$ cat src/rtl/power_mode_pkg.sv
// Functional notes
// [RULE_01] Master clear, software, power-on, brown-out and watchdog resets merge into system reset.
// [RULE_02] Power-up hold keeps extending while brown-out reset stays active.
// [RULE_03] Fast oscillator runs at 40 MHz for transmit, converter trigger and processor.
// [RULE_04] Fast oscillator clock is stopped throughout deep sleep.
// [RULE_05] Slow 32 kHz oscillator always runs and times the power-saving modes.
// [RULE_06] Power-saving behaviour comes from host configuration, not fixed hardware settings.
// [RULE_07] Processing entered on bus access, approach or resets; left on message or timeout.
// [RULE_08] Approach mode entered on timeout or message; left on message, resets or hand.
// [RULE_09] Approach mode wakes periodically from a wake-up timer for scan phases.
// [RULE_10] Deep sleep entered by message only; left by bus or master clear; watchdog off.
// [RULE_11] Host must trigger the exit from deep sleep; device detects nothing there.
// [RULE_12] Processing mode enables all domains, runs the processor, keeps peripherals active.
// [RULE_13] Gesture recognition and position tracking are offered only in processing mode.
// [RULE_14] Deep sleep keeps host pins active and wakes on a bus start condition.
// [RULE_15] Wake-up timer is programmable and counts on the slow oscillator.
// [RULE_16] Inactivity counter restarts on user presence and requests approach mode on expiry.
// [RULE_17] After system reset release the controller starts in processing, both oscillators on.
package power_mode_pkg;

    // ************************************************************
    // Modes and carriers
    // ************************************************************
    typedef enum logic [1:0] {
        MODE_PROCESSING = 2'b00,
        MODE_APPROACH   = 2'b01,
        MODE_DEEP_SLEEP = 2'b10
    } power_mode_t;

    typedef struct packed {
        logic        valid;
        power_mode_t mode;
    } host_mode_req_t;

    typedef struct packed {
        logic fast_osc_en;
        logic slow_osc_en;
        logic signal_processor_run;
        logic watchdog_en;
        logic peripherals_active;
        logic all_domains_en;
        logic gesture_tracking_en;
        logic host_pins_active;
    } domain_ctrl_t;

    // ************************************************************
    // Clocks and timing
    // ************************************************************
    localparam int unsigned CLOCK_HZ        = 25_000_000;
    localparam int unsigned FAST_OSC_HZ     = 40_000_000;
    localparam int unsigned SLOW_OSC_HZ     = 32_000;
    // Slow tick period, rounded down so the tick never runs slower than nominal
    localparam int unsigned SLOW_TICK_CYCLES = CLOCK_HZ / SLOW_OSC_HZ;
    localparam int unsigned PWRUP_TIME_US   = 10;
    localparam int unsigned PWRUP_CYCLES    = (PWRUP_TIME_US * (CLOCK_HZ / 1_000_000));
    localparam int unsigned PWRUP_CNT_W     = 9;
    localparam int unsigned SLOW_DIV_W      = 10;
    localparam int unsigned TIMER_W         = 16;
    localparam int unsigned RX_CHANNELS     = 5;

endpackage : power_mode_pkg

$ cat src/rtl/reset_and_power_mode_control.sv
module reset_and_power_mode_control #(
    parameter int unsigned RX_CHANNELS = power_mode_pkg::RX_CHANNELS,
    parameter int unsigned TIMER_W     = power_mode_pkg::TIMER_W
) (
    input  logic                          clock_i,
    input  logic                          rst_i,
    input  logic                          master_clear_pin_n_i,
    input  logic                          software_reset_request_i,
    input  logic                          brown_out_reset_source_i,
    input  logic                          watchdog_reset_source_i,
    input  power_mode_pkg::host_mode_req_t host_mode_req_i,
    input  logic                          host_bus_start_i,
    input  logic                          approach_detect_i,
    input  logic                          user_present_i,
    input  logic                          scan_done_i,
    input  logic [TIMER_W-1:0]            wake_period_i,
    input  logic [TIMER_W-1:0]            inactivity_period_i,
    input  logic [RX_CHANNELS-1:0]        scan_rx_mask_i,
    output logic                          system_reset_out_o,
    output power_mode_pkg::power_mode_t   mode_o,
    output logic                          scan_phase_o,
    output logic [RX_CHANNELS-1:0]        rx_enable_o,
    output power_mode_pkg::domain_ctrl_t  domain_ctrl_o
);
    if (RX_CHANNELS < 1 || RX_CHANNELS > 5) begin
        $error("reset_and_power_mode_control: RX_CHANNELS must be 1 to 5");
    end
    if (power_mode_pkg::PWRUP_CYCLES >= (1 << power_mode_pkg::PWRUP_CNT_W)) begin
        $error("reset_and_power_mode_control: power-up counter too narrow");
    end

    // ************************************************************
    // Reset merge and power-up hold
    // ************************************************************
    localparam logic [power_mode_pkg::PWRUP_CNT_W-1:0] PWRUP_LOAD =
        power_mode_pkg::PWRUP_CNT_W'(power_mode_pkg::PWRUP_CYCLES);

    logic [power_mode_pkg::PWRUP_CNT_W-1:0] pwrup_cnt_r;
    logic                                   sys_reset_r;
    power_mode_pkg::power_mode_t            mode_r;
    power_mode_pkg::power_mode_t            mode_nxt;
    logic                                   scan_r;

    // The watchdog is off and the processor halted in deep sleep, so
    // neither can pull the device out of it
    wire in_deep_w   = (mode_r == power_mode_pkg::MODE_DEEP_SLEEP);
    wire reset_src_w = !master_clear_pin_n_i                        // [RULE_01]
                     | (software_reset_request_i && !in_deep_w)     // [RULE_10]
                     | (watchdog_reset_source_i && !in_deep_w)
                     | brown_out_reset_source_i;
    // Brown-out keeps reloading the hold, so the hold ends only after its release
    wire sys_reset_nxt = reset_src_w || (pwrup_cnt_r > 1); // [RULE_02]

    always_ff @(posedge clock_i) begin
        if (rst_i) begin
            pwrup_cnt_r <= PWRUP_LOAD;
            sys_reset_r <= 1'b1;
        end else begin
            if (reset_src_w) begin
                pwrup_cnt_r <= PWRUP_LOAD; // [RULE_02]
            end else if (pwrup_cnt_r != '0) begin
                pwrup_cnt_r <= pwrup_cnt_r - 1'b1;
            end
            sys_reset_r <= sys_reset_nxt; // [RULE_01]
        end
    end

    // ************************************************************
    // Slow oscillator tick and timers
    // ************************************************************
    localparam logic [power_mode_pkg::SLOW_DIV_W-1:0] SLOW_LAST =
        power_mode_pkg::SLOW_DIV_W'(power_mode_pkg::SLOW_TICK_CYCLES - 1);

    logic [power_mode_pkg::SLOW_DIV_W-1:0] slow_div_r;
    logic                                  slow_tick_r;
    logic                                  wake_expire_w;
    logic                                  idle_expire_w;

    // The slow tick keeps running in every mode, deep sleep included
    always_ff @(posedge clock_i) begin
        if (rst_i) begin
            slow_div_r  <= '0;
            slow_tick_r <= 1'b0;
        end else begin
            slow_div_r  <= (slow_div_r == SLOW_LAST) ? '0 : slow_div_r + 1'b1; // [RULE_05]
            slow_tick_r <= (slow_div_r == SLOW_LAST);
        end
    end

    wire in_approach_w = (mode_r == power_mode_pkg::MODE_APPROACH);
    wire in_proc_w     = (mode_r == power_mode_pkg::MODE_PROCESSING);

    // Wake-up timer: sleeps between scans, period set by the host
    slow_tick_timer #(.WIDTH(TIMER_W)) u_wake_timer (
        .clock_i   (clock_i),
        .rst_i     (rst_i),
        .run_i     (in_approach_w && !scan_r && !sys_reset_r), // [RULE_09]
        .restart_i (1'b0),
        .tick_i    (slow_tick_r),
        .period_i  (wake_period_i), // [RULE_06]
        .expire_o  (wake_expire_w)
    );

    // Inactivity timer: any sign of a user starts the count over
    slow_tick_timer #(.WIDTH(TIMER_W)) u_idle_timer (
        .clock_i   (clock_i),
        .rst_i     (rst_i),
        .run_i     (in_proc_w && !sys_reset_r),
        .restart_i (user_present_i), // [RULE_16]
        .tick_i    (slow_tick_r),
        .period_i  (inactivity_period_i),
        .expire_o  (idle_expire_w)
    );

    // ************************************************************
    // Mode sequencing
    // ************************************************************
    wire req_w = host_mode_req_i.valid && (host_mode_req_i.mode != power_mode_pkg::MODE_PROCESSING
                 || !in_proc_w) && (host_mode_req_i.mode != 2'b11);

    always_comb begin
        mode_nxt = mode_r;
        if (sys_reset_r) begin
            mode_nxt = power_mode_pkg::MODE_PROCESSING; // [RULE_17]
        end else begin
            unique case (mode_r)
                power_mode_pkg::MODE_PROCESSING: begin
                    if (req_w) begin
                        mode_nxt = host_mode_req_i.mode; // [RULE_07]
                    end else if (idle_expire_w) begin
                        mode_nxt = power_mode_pkg::MODE_APPROACH; // [RULE_16]
                    end
                end
                power_mode_pkg::MODE_APPROACH: begin
                    if (req_w) begin
                        mode_nxt = host_mode_req_i.mode; // [RULE_08]
                    end else if (host_bus_start_i || (approach_detect_i && scan_r)) begin
                        mode_nxt = power_mode_pkg::MODE_PROCESSING; // [RULE_07]
                    end
                end
                power_mode_pkg::MODE_DEEP_SLEEP: begin
                    // No detection here: only the host can move the device on
                    if (req_w) begin
                        mode_nxt = host_mode_req_i.mode; // [RULE_11]
                    end else if (host_bus_start_i) begin
                        mode_nxt = power_mode_pkg::MODE_PROCESSING; // [RULE_14]
                    end
                end
                default: begin
                    mode_nxt = power_mode_pkg::MODE_PROCESSING;
                end
            endcase
        end
    end

    wire scan_nxt = (mode_nxt == power_mode_pkg::MODE_APPROACH) && !sys_reset_r &&
                    (wake_expire_w || (scan_r && !scan_done_i)); // [RULE_09]

    // ************************************************************
    // Domain and clock gating
    // ************************************************************
    wire nxt_proc_w  = (mode_nxt == power_mode_pkg::MODE_PROCESSING);
    wire nxt_deep_w  = (mode_nxt == power_mode_pkg::MODE_DEEP_SLEEP);
    wire active_w    = !sys_reset_nxt && (nxt_proc_w || scan_nxt);

    power_mode_pkg::domain_ctrl_t ctrl_nxt;
    assign ctrl_nxt.fast_osc_en          = !nxt_deep_w && (nxt_proc_w || scan_nxt
                                           || sys_reset_nxt); // [RULE_04]
    assign ctrl_nxt.slow_osc_en          = 1'b1; // [RULE_05]
    assign ctrl_nxt.signal_processor_run = active_w; // [RULE_03]
    assign ctrl_nxt.watchdog_en          = !sys_reset_nxt && !nxt_deep_w; // [RULE_10]
    assign ctrl_nxt.peripherals_active   = active_w; // [RULE_12]
    assign ctrl_nxt.all_domains_en       = !sys_reset_nxt && nxt_proc_w; // [RULE_12]
    assign ctrl_nxt.gesture_tracking_en  = !sys_reset_nxt && nxt_proc_w; // [RULE_13]
    assign ctrl_nxt.host_pins_active     = 1'b1; // [RULE_14]

    wire [RX_CHANNELS-1:0] rx_nxt = sys_reset_nxt ? '0 :
                                    nxt_proc_w    ? '1 :
                                    scan_nxt      ? scan_rx_mask_i : '0; // [RULE_08]

    always_ff @(posedge clock_i) begin
        if (rst_i) begin
            mode_r        <= power_mode_pkg::MODE_PROCESSING;
            scan_r        <= 1'b0;
            domain_ctrl_o <= '{fast_osc_en: 1'b1, slow_osc_en: 1'b1, host_pins_active: 1'b1,
                               default: 1'b0};
            rx_enable_o   <= '0;
        end else begin
            mode_r        <= mode_nxt;
            scan_r        <= scan_nxt;
            domain_ctrl_o <= ctrl_nxt;
            rx_enable_o   <= rx_nxt;
        end
    end

    assign system_reset_out_o = sys_reset_r;
    assign mode_o             = mode_r;
    assign scan_phase_o       = scan_r;

    // ************************************************************
    // Assertions
    // ************************************************************
    property p_master_clear_pin_resets;
        @(posedge clock_i) disable iff (rst_i)
        !master_clear_pin_n_i |=> system_reset_out_o;
    endproperty
    a_master_clear_pin_resets: assert property (p_master_clear_pin_resets) // [RULE_01]
        else $error("master clear did not raise system reset");

    property p_bor_extends;
        @(posedge clock_i) disable iff (rst_i)
        brown_out_reset_source_i ##1 !brown_out_reset_source_i |-> system_reset_out_o [*8];
    endproperty
    a_bor_extends: assert property (p_bor_extends) // [RULE_02]
        else $error("system reset released too soon after brown-out");

    property p_deep_fast_off;
        @(posedge clock_i) disable iff (rst_i)
        mode_o == power_mode_pkg::MODE_DEEP_SLEEP |-> !domain_ctrl_o.fast_osc_en
            && !domain_ctrl_o.watchdog_en && domain_ctrl_o.host_pins_active;
    endproperty
    a_deep_fast_off: assert property (p_deep_fast_off) // [RULE_04]
        else $error("deep sleep with fast oscillator or watchdog on");

    property p_slow_runs;
        @(posedge clock_i) disable iff (rst_i)
        $past(slow_tick_r) |-> !slow_tick_r && domain_ctrl_o.slow_osc_en;
    endproperty
    a_slow_runs: assert property (p_slow_runs) // [RULE_05]
        else $error("slow oscillator stopped or tick too long");

    property p_approach_wakes;
        @(posedge clock_i) disable iff (rst_i)
        in_approach_w && scan_r && approach_detect_i && !req_w && !sys_reset_r
            |=> mode_o == power_mode_pkg::MODE_PROCESSING;
    endproperty
    a_approach_wakes: assert property (p_approach_wakes) // [RULE_07]
        else $error("approach detection did not enter processing");

    property p_deep_stays;
        @(posedge clock_i) disable iff (rst_i)
        in_deep_w && !host_bus_start_i && !host_mode_req_i.valid && master_clear_pin_n_i
            && !brown_out_reset_source_i && !sys_reset_r |=> in_deep_w;
    endproperty
    a_deep_stays: assert property (p_deep_stays) // [RULE_10]
        else $error("deep sleep left without bus event or master clear");

    property p_processing_full;
        @(posedge clock_i) disable iff (rst_i)
        in_proc_w && !sys_reset_r |-> domain_ctrl_o.all_domains_en
            && domain_ctrl_o.signal_processor_run && domain_ctrl_o.peripherals_active;
    endproperty
    a_processing_full: assert property (p_processing_full) // [RULE_12]
        else $error("processing mode without all domains active");

    property p_gesture_only_proc;
        @(posedge clock_i) disable iff (rst_i)
        domain_ctrl_o.gesture_tracking_en |-> mode_o == power_mode_pkg::MODE_PROCESSING;
    endproperty
    a_gesture_only_proc: assert property (p_gesture_only_proc) // [RULE_13]
        else $error("gesture tracking outside processing mode");

    property p_scan_from_timer;
        @(posedge clock_i) disable iff (rst_i)
        $rose(scan_r) |-> $past(wake_expire_w);
    endproperty
    a_scan_from_timer: assert property (p_scan_from_timer) // [RULE_09]
        else $error("scan phase started without wake-up timer");

    property p_idle_to_approach;
        @(posedge clock_i) disable iff (rst_i)
        in_proc_w && idle_expire_w && !host_mode_req_i.valid && !sys_reset_r
            |=> mode_o == power_mode_pkg::MODE_APPROACH;
    endproperty
    a_idle_to_approach: assert property (p_idle_to_approach) // [RULE_16]
        else $error("inactivity timeout did not enter approach mode");

    property p_start_processing;
        @(posedge clock_i) disable iff (rst_i)
        $fell(system_reset_out_o) |-> mode_o == power_mode_pkg::MODE_PROCESSING
            && domain_ctrl_o.fast_osc_en && domain_ctrl_o.slow_osc_en;
    endproperty
    a_start_processing: assert property (p_start_processing) // [RULE_17]
        else $error("controller not in processing after reset release");

endmodule : reset_and_power_mode_control

$ cat src/rtl/slow_tick_timer.sv
module slow_tick_timer #(
    parameter int unsigned WIDTH = 16
) (
    input  logic             clock_i,
    input  logic             rst_i,
    input  logic             run_i,
    input  logic             restart_i,
    input  logic             tick_i,
    input  logic [WIDTH-1:0] period_i,
    output logic             expire_o
);
    if (WIDTH < 2 || WIDTH > 31) begin
        $error("slow_tick_timer: WIDTH out of range");
    end

    logic [WIDTH-1:0] count_r;
    logic [WIDTH-1:0] count_nxt;
    wire  [WIDTH-1:0] last_w   = (period_i == '0) ? '0 : period_i - 1'b1;
    wire              at_end_w = tick_i && (count_r >= last_w);

    // A zero period behaves as one tick rather than never expiring
    assign count_nxt = (!run_i || restart_i) ? '0 :
                       at_end_w              ? '0 :
                       tick_i                ? count_r + 1'b1 : count_r;

    always_ff @(posedge clock_i) begin
        if (rst_i) begin
            count_r  <= '0;
            expire_o <= 1'b0;
        end else begin
            count_r  <= count_nxt;
            expire_o <= run_i && !restart_i && at_end_w; // [RULE_15]
        end
    end

endmodule : slow_tick_timer

$ cat config.mk
export PLATFORM = sky130hd
export DESIGN_NAME = reset_and_power_mode_control
export DESIGN_NICKNAME = d
export VERILOG_FILES = /design/src/rtl/power_mode_pkg.sv /design/src/rtl/reset_and_power_mode_control.sv /design/src/rtl/slow_tick_timer.sv
export SDC_FILE = /design/constraint.sdc
export NUM_CORES = 1
export LEC_CHECK = 0
export BUFFER_PORTS_ARGS = -buffer_cell sky130_fd_sc_hd__buf_2
export CORE_AREA = 5 5 119 144
export CTS_BUF_LIST = sky130_fd_sc_hd__clkbuf_16
export CTS_CLUSTER_DIAMETER = 30
export DETAILED_ROUTE_END_ITERATION = 7
export DIE_AREA = 0 0 124 149
export SLEW_MARGIN = 25
export SYNTH_ARGS = -nofsm -noshare
export SYNTH_HDL_FRONTEND = slang
export SYNTH_HIERARCHICAL = 1
export SYNTH_SLANG_ARGS = --single-unit
$ cat constraint.sdc
create_clock -name clock_i -period 3.3 [get_ports clock_i]
set_clock_uncertainty 0.05 [all_clocks]
set_input_delay 0.33 -clock clock_i [delete_from_list [all_inputs] [get_ports clock_i]]
set_output_delay 0.33 -clock clock_i [all_outputs]
set_load 0.05 [all_outputs]
; ---- Word level (Yosys, flattened, before mapping)
; Index checks and enable logic that the tools add are counted.
[word_totals]
input_bits = 50
reg_bits = 69
wordCells = 96
output_inout_bits = 17
[op_classes]
n_bitwise = 4
n_eq_ne = 6
mux = 12
add_sub_neg = 6
reduce_logical = 48
magnitude_cmp = 3
[ops]
columns = cell, n
row1 = $add A16 B1 Y16 const B, 2
row2 = $ge A16 B16 Y1, 2
row3 = $logic_not A16 Y1, 2
row4 = $mux W16, 2
row5 = $sub A16 B1 Y16 const B, 2
row6 = $logic_and A1 B1 Y1, 20
row7 = $mux W2, 7
row8 = $add A10 B1 Y10 const B, 1
row9 = $eq A10 B10 Y1 const B, 1
row10 = $logic_not A1 Y1, 10
row11 = $mux W5, 2
row12 = $gt A9 B1 Y1 const B, 1
row13 = $reduce_bool A9 Y1, 1
row14 = $sub A9 B1 Y9 const B, 1
row15 = $logic_or A1 B1 Y1, 7
row16 = $pmux W2 S3, 1
row17 = $reduce_or A2 Y1, 3
row18 = $reduce_or A3 Y1, 2
row19 = $eq A2 B1 Y1 const B, 2
row20 = $eq A2 B2 Y1 const B, 2
row21 = $logic_not A2 Y1, 2
row22 = $or A1 B1 Y1, 3
row23 = $ne A2 B2 Y1 const B, 1
row24 = $reduce_bool A2 Y1, 1
row25 = $not A1 Y1, 1

; ---- Depth between registers and ports, before layout
[depth]
word_depth = 14
mapped_depth = 13
depth_no_buf = 12

; ---- Hierarchy
; Netlist, hierarchy kept.
[by_module_without_submodules]
columns = module, area_each_um2, instances, cells_each, seq_area_each_um2
row1 = slow_tick_timer (u_idle_timer), 1554.0, 1, 181, 340.3
row2 = reset_and_power_mode_control, 1527.7, 1, 171, 660.6
row3 = slow_tick_timer (u_wake_timer), 1475.2, 1, 180, 340.3

; ---- Worst setup path after synthesis
; OpenSTA, ideal clock, no wires.
[synth_timing]
path_kind = in2reg
start = input port wake_period_i[7]
end = register u_wake_timer.count_r[2]
arrival_ns = 2.922
path_slack_ns = 0.198
setup_time_ns = 0.130
path_buffers = 1
t_required_ns = 3.120
cell_stages = 12
path_cell_list = or4_4 > nor4_2 > nand2b_1 > xnor2_1 > nand2_1 > ha_1 > nand4_1 > nor3_2 > o311ai_2 > a31oi_2 > buf_2 > nor3_1
[synth_via]
elab_chain_cells = 5
word_cells_on_any_way = 6
classes_between = add/sub (1) / order compare (1) / mux (1) / reduce/logical (3)
[synth_rtl]
columns = element, line
row1 = "start, declared", reset_and_power_mode_control.sv:16  ; input logic [TIMER_W-1:0] wake_period_i,
row2 = $sub A16 B1 Y16 or $logic_not A16 Y1 (tied branches), slow_tick_timer.sv:18  ; wire [WIDTH-1:0] last_w = (period_i == '0) ? '0 : period_i - 1'b1;
row3 = $mux W16 (*), slow_tick_timer.sv:18
row4 = $ge A16 B16 Y1 (*), slow_tick_timer.sv:19  ; wire at_end_w = tick_i && (count_r >= last_w);
row5 = $logic_and A1 B1 Y1 (*), slow_tick_timer.sv:19
row6 = $reduce_or A3 Y1 (no line) (*), -
row7 = "end signal, assigned", slow_tick_timer.sv:31  ; count_r <= count_nxt;
row8 = "end, declared", slow_tick_timer.sv:16  ; logic [WIDTH-1:0] count_r;
; Every way passes the cells marked *; elsewhere a longest branch is shown, timed or not.
; A chain may end at the register's enable or synchronous reset.

; ---- Worst setup path after layout
[layout_timing]
start = input port wake_period_i[3]
end = register u_wake_timer.expire_o
[layout_via]
elab_chain_cells = 5
word_cells_on_any_way = 6
classes_between = add/sub (1) / order compare (1) / mux (1) / reduce/logical (3)
[layout_rtl]
columns = element, line
row1 = $sub A16 B1 Y16 or $logic_not A16 Y1 (tied branches), slow_tick_timer.sv:18
row2 = $mux W16 (*), slow_tick_timer.sv:18
row3 = $ge A16 B16 Y1 (*), slow_tick_timer.sv:19
row4 = $logic_and A1 B1 Y1 (*), slow_tick_timer.sv:19
row5 = $logic_and A1 B1 Y1 (*), slow_tick_timer.sv:32  ; expire_o <= run_i && !restart_i && at_end_w;
row6 = "end signal, assigned", slow_tick_timer.sv:32
row7 = "end, declared", slow_tick_timer.sv:10  ; output logic expire_o
; Marked as above.

==> impl_metrics.json <==
{
  "stdcell_count": 814,
  "power_density_nw_per_um2": 345,
  "grt_pass1_vias": 3721,
  "async_flop_share": 0,
  "min_path_cells": 3,
  "yosysTopAreaCell": "dfxtp_1",
  "clock_path_buffers": 2,
  "wl_per_cell_um": 12.4,
  "start_util": 0.295,
  "synth.top_cells.by_count": "dfxtp_1, nand2_1, ha_1, nor3_1, nor2_1",
  "routed_wl_um": 10100,
  "yosys.cell_types.count": 63,
  "clk-insertion-delay-late_ps": 320,
  "cts.sinks": 67,
  "cts_resized": 0,
  "rsz0062_at_grt": "no",
  "finalCritPeriodShare": 0.919,
  "p_leak_nw": 2.23,
  "core_area_um2": 15500,
  "max_freq_mhz": 330,
  "critPathKind": "in2reg",
  "rr_worst_depth": 7,
  "vias": 3850,
  "ctsHoldBuffers": 0,
  "worstMarginPinSlew_ps": 840,
  "routed_via_density": 4.73,
  "remaining_drc_errors": 0,
  "hp-class": "in2reg",
  "status": "finished clean",
  "dpl_cell_area_um2": 5120,
  "cts_max_level": 3,
  "grt_antenna_before_repair": 0,
  "cap_violations": 0,
  "post-cts-setup-buffer-count": 0,
  "post-place-cells": 799,
  "worstSetupEndpointType": "flip-flop",
  "slew_headroom": 0.440,
  "cp-start-kind": "input port",
  "internal_power_mw": 1.45,
  "setup_violations": 0,
  "synth-edff-count": 0,
  "antenna_cells": 0,
  "ys_seq_area_frac": 0.294,
  "synth_ff_type": "dfxtp_1",
  "drv_slew": 0,
  "fin_util": 0.349,
  "drtPass1Iterations": 4,
  "path_max_fanout": 9,
  "drt_iter0_markers": 161,
  "drtAntennaViolNets": 0,
  "numCtsBuffers": 9,
  "ir_drop_mv": 0.234,
  "final_area_um2": 5390,
  "ys_warn_count": 6,
  "cts_tree": "built",
  "swShare": 0.220,
  "grt_pass1_wl_um": 17300,
  "drive_gt1_frac": 0.195,
  "power_mw": 1.86,
  "final_nets": 694,
  "rows": 50,
  "place_hpwl_um": 8000,
  "final_hold_viol_count": 0,
  "yosysMostFrequentCell": "dfxtp_1",
  "ys_ff_latch": 67,
  "syn2layout_area_growth_pct": 18.4,
  "clkTransAtPathRegs_ps": 50,
  "synth.top_cell.area_share": 0.294,
  "pwr-share-seq": 0.439,
  "grt-ovfl-total": 0,
  "syn_inst": 532,
  "switchingPower_mw": 0.409,
  "synthesis.area_um2": 4560,
  "synth_area_leaders": "dfxtp_1, ha_1, xor2_1",
  "comb_power_share": 0.086,
  "grt_start_max_net_pins": 17,
  "io_buffers": 64,
  "root_buffer": "clkbuf_16",
  "pwr-share-clk": 0.475,
  "die_x_um": 124,
  "gp_congestion": 0.797,
  "grt_usage": 0.114,
  "ios": 67,
  "cp_data_arrival_time_ps": 3250,
  "die_area_um2": 18500,
  "die-height_um": 149,
  "cp.required_ps": 3520,
  "avgSynthCellArea_um2": 8.57,
  "post-route-min-period_ps": 3030
}
==> area by class of cell <==
cell class	count	area, µm²
inverter	17	63.8
timing repair buffer	76	410
tap	208	260
clock inverter	6	48.8
multi-input combinational	431	3040
sequential	67	1340
fill	1642	10100
clock buffer	9	225
==> cells in the final DEF (no fill, tap or decap), types with 6 or more instances in the layout <==
cell type	n
a211oi_1	7
a21oi_1	16
and2_1	6
and3_1	9
and4_1	6
buf_2	64
buf_4	12
clkbuf_16	9
dfxtp_1	67
ha_1	42
inv_1	18
nand2_1	61
nand2b_1	10
nand3_1	16
nand4_1	16
nor2_1	35
nor2b_1	10
nor3_1	37
nor3_2	11
nor4_1	8
o21ai_0	6
xnor2_1	29
xor2_1	34
==> metrics by stage <==
stage	hold slack [ps]	setup slack (ps)	TNS [ps]
final	199	266	0
after global routing	200	38.8	0
after CTS	190	270	0
after detailed placement	398	-42.6	-372
after global placement	394	3.31	0
after floorplan	352	198	0
==> worst paths after layout <==
path | endpoint | slack [ps] | start
max | u_wake_timer/expire_o | 270 | wake_period_i[3]
min | rx_enable_o[4] | 200 | scan_rx_mask_i[4]
max reg2reg | u_idle_timer/count_r[6] | 1220 | u_idle_timer/count_r[1]
min reg2reg | slow_div_r[0] | 400 | slow_div_r[0]
==> metal layers <==
metal / up-vias / share of wire / GRT usage
li1: 2037 / - / -
met1: 1748 / 0.44 / 0.135
met2: 54 / 0.51 / 0.203
met3: 11 / 0.034 / 0.0205
met4: 0 / 0.016 / 0.0405
met5: - / 0 / 0
==> sequential cells by signal, indices dropped and copies added (netlist names) <==
| signal | count |
|---|---|
| u_idle_timer/count_r | 16 |
| u_wake_timer/count_r | 16 |
| slow_div_r | 10 |
| pwrup_cnt_r | 9 |
| rx_enable_o | 5 |
| domain_ctrl_o | 4 |
| mode_o | 2 |
| scan_phase_o | 1 |
| slow_tick_r | 1 |
| system_reset_out_o | 1 |
| u_idle_timer/expire_o | 1 |
| u_wake_timer/expire_o | 1 |
==> critical path, cell delays in order <==
cell	delay (ps)
buf_2	120
or4_1	630
nor4_2	360
nand2b_1	120
xnor2_1	150
nand2_1	80
ha_1	290
nand4_1	170
nor3_2	270
o311ai_2	160
a31oi_2	210
buf_4	200
and3_1	150
==> power groups by stage <==
stage / clock [mW] / combinational (mW) / sequential (mW)
2_1_floorplan: 0 / 0.0959 / 0.833
3_3_place_gp: 0 / 0.160 / 0.833
3_5_place_dp: 0 / 0.160 / 0.834
4_1_cts: 0.907 / 0.162 / 0.816
5_1_grt: 0.947 / 0.183 / 0.816
6_report: 0.885 / 0.159 / 0.817
==> kinds of logic after synthesis <==
family | synth area share
flip-flops | 0.294
XOR/XNOR | 0.121
buffers and inverters | 0.0384
multiplexers | 0.00659
adder cells (fa/ha/maj) | 0.115
AND/OR/NAND/NOR | 0.322
other | 0.00165
AO/OA/AOI/OAI | 0.101
Power figures use the tool's default switching activity.
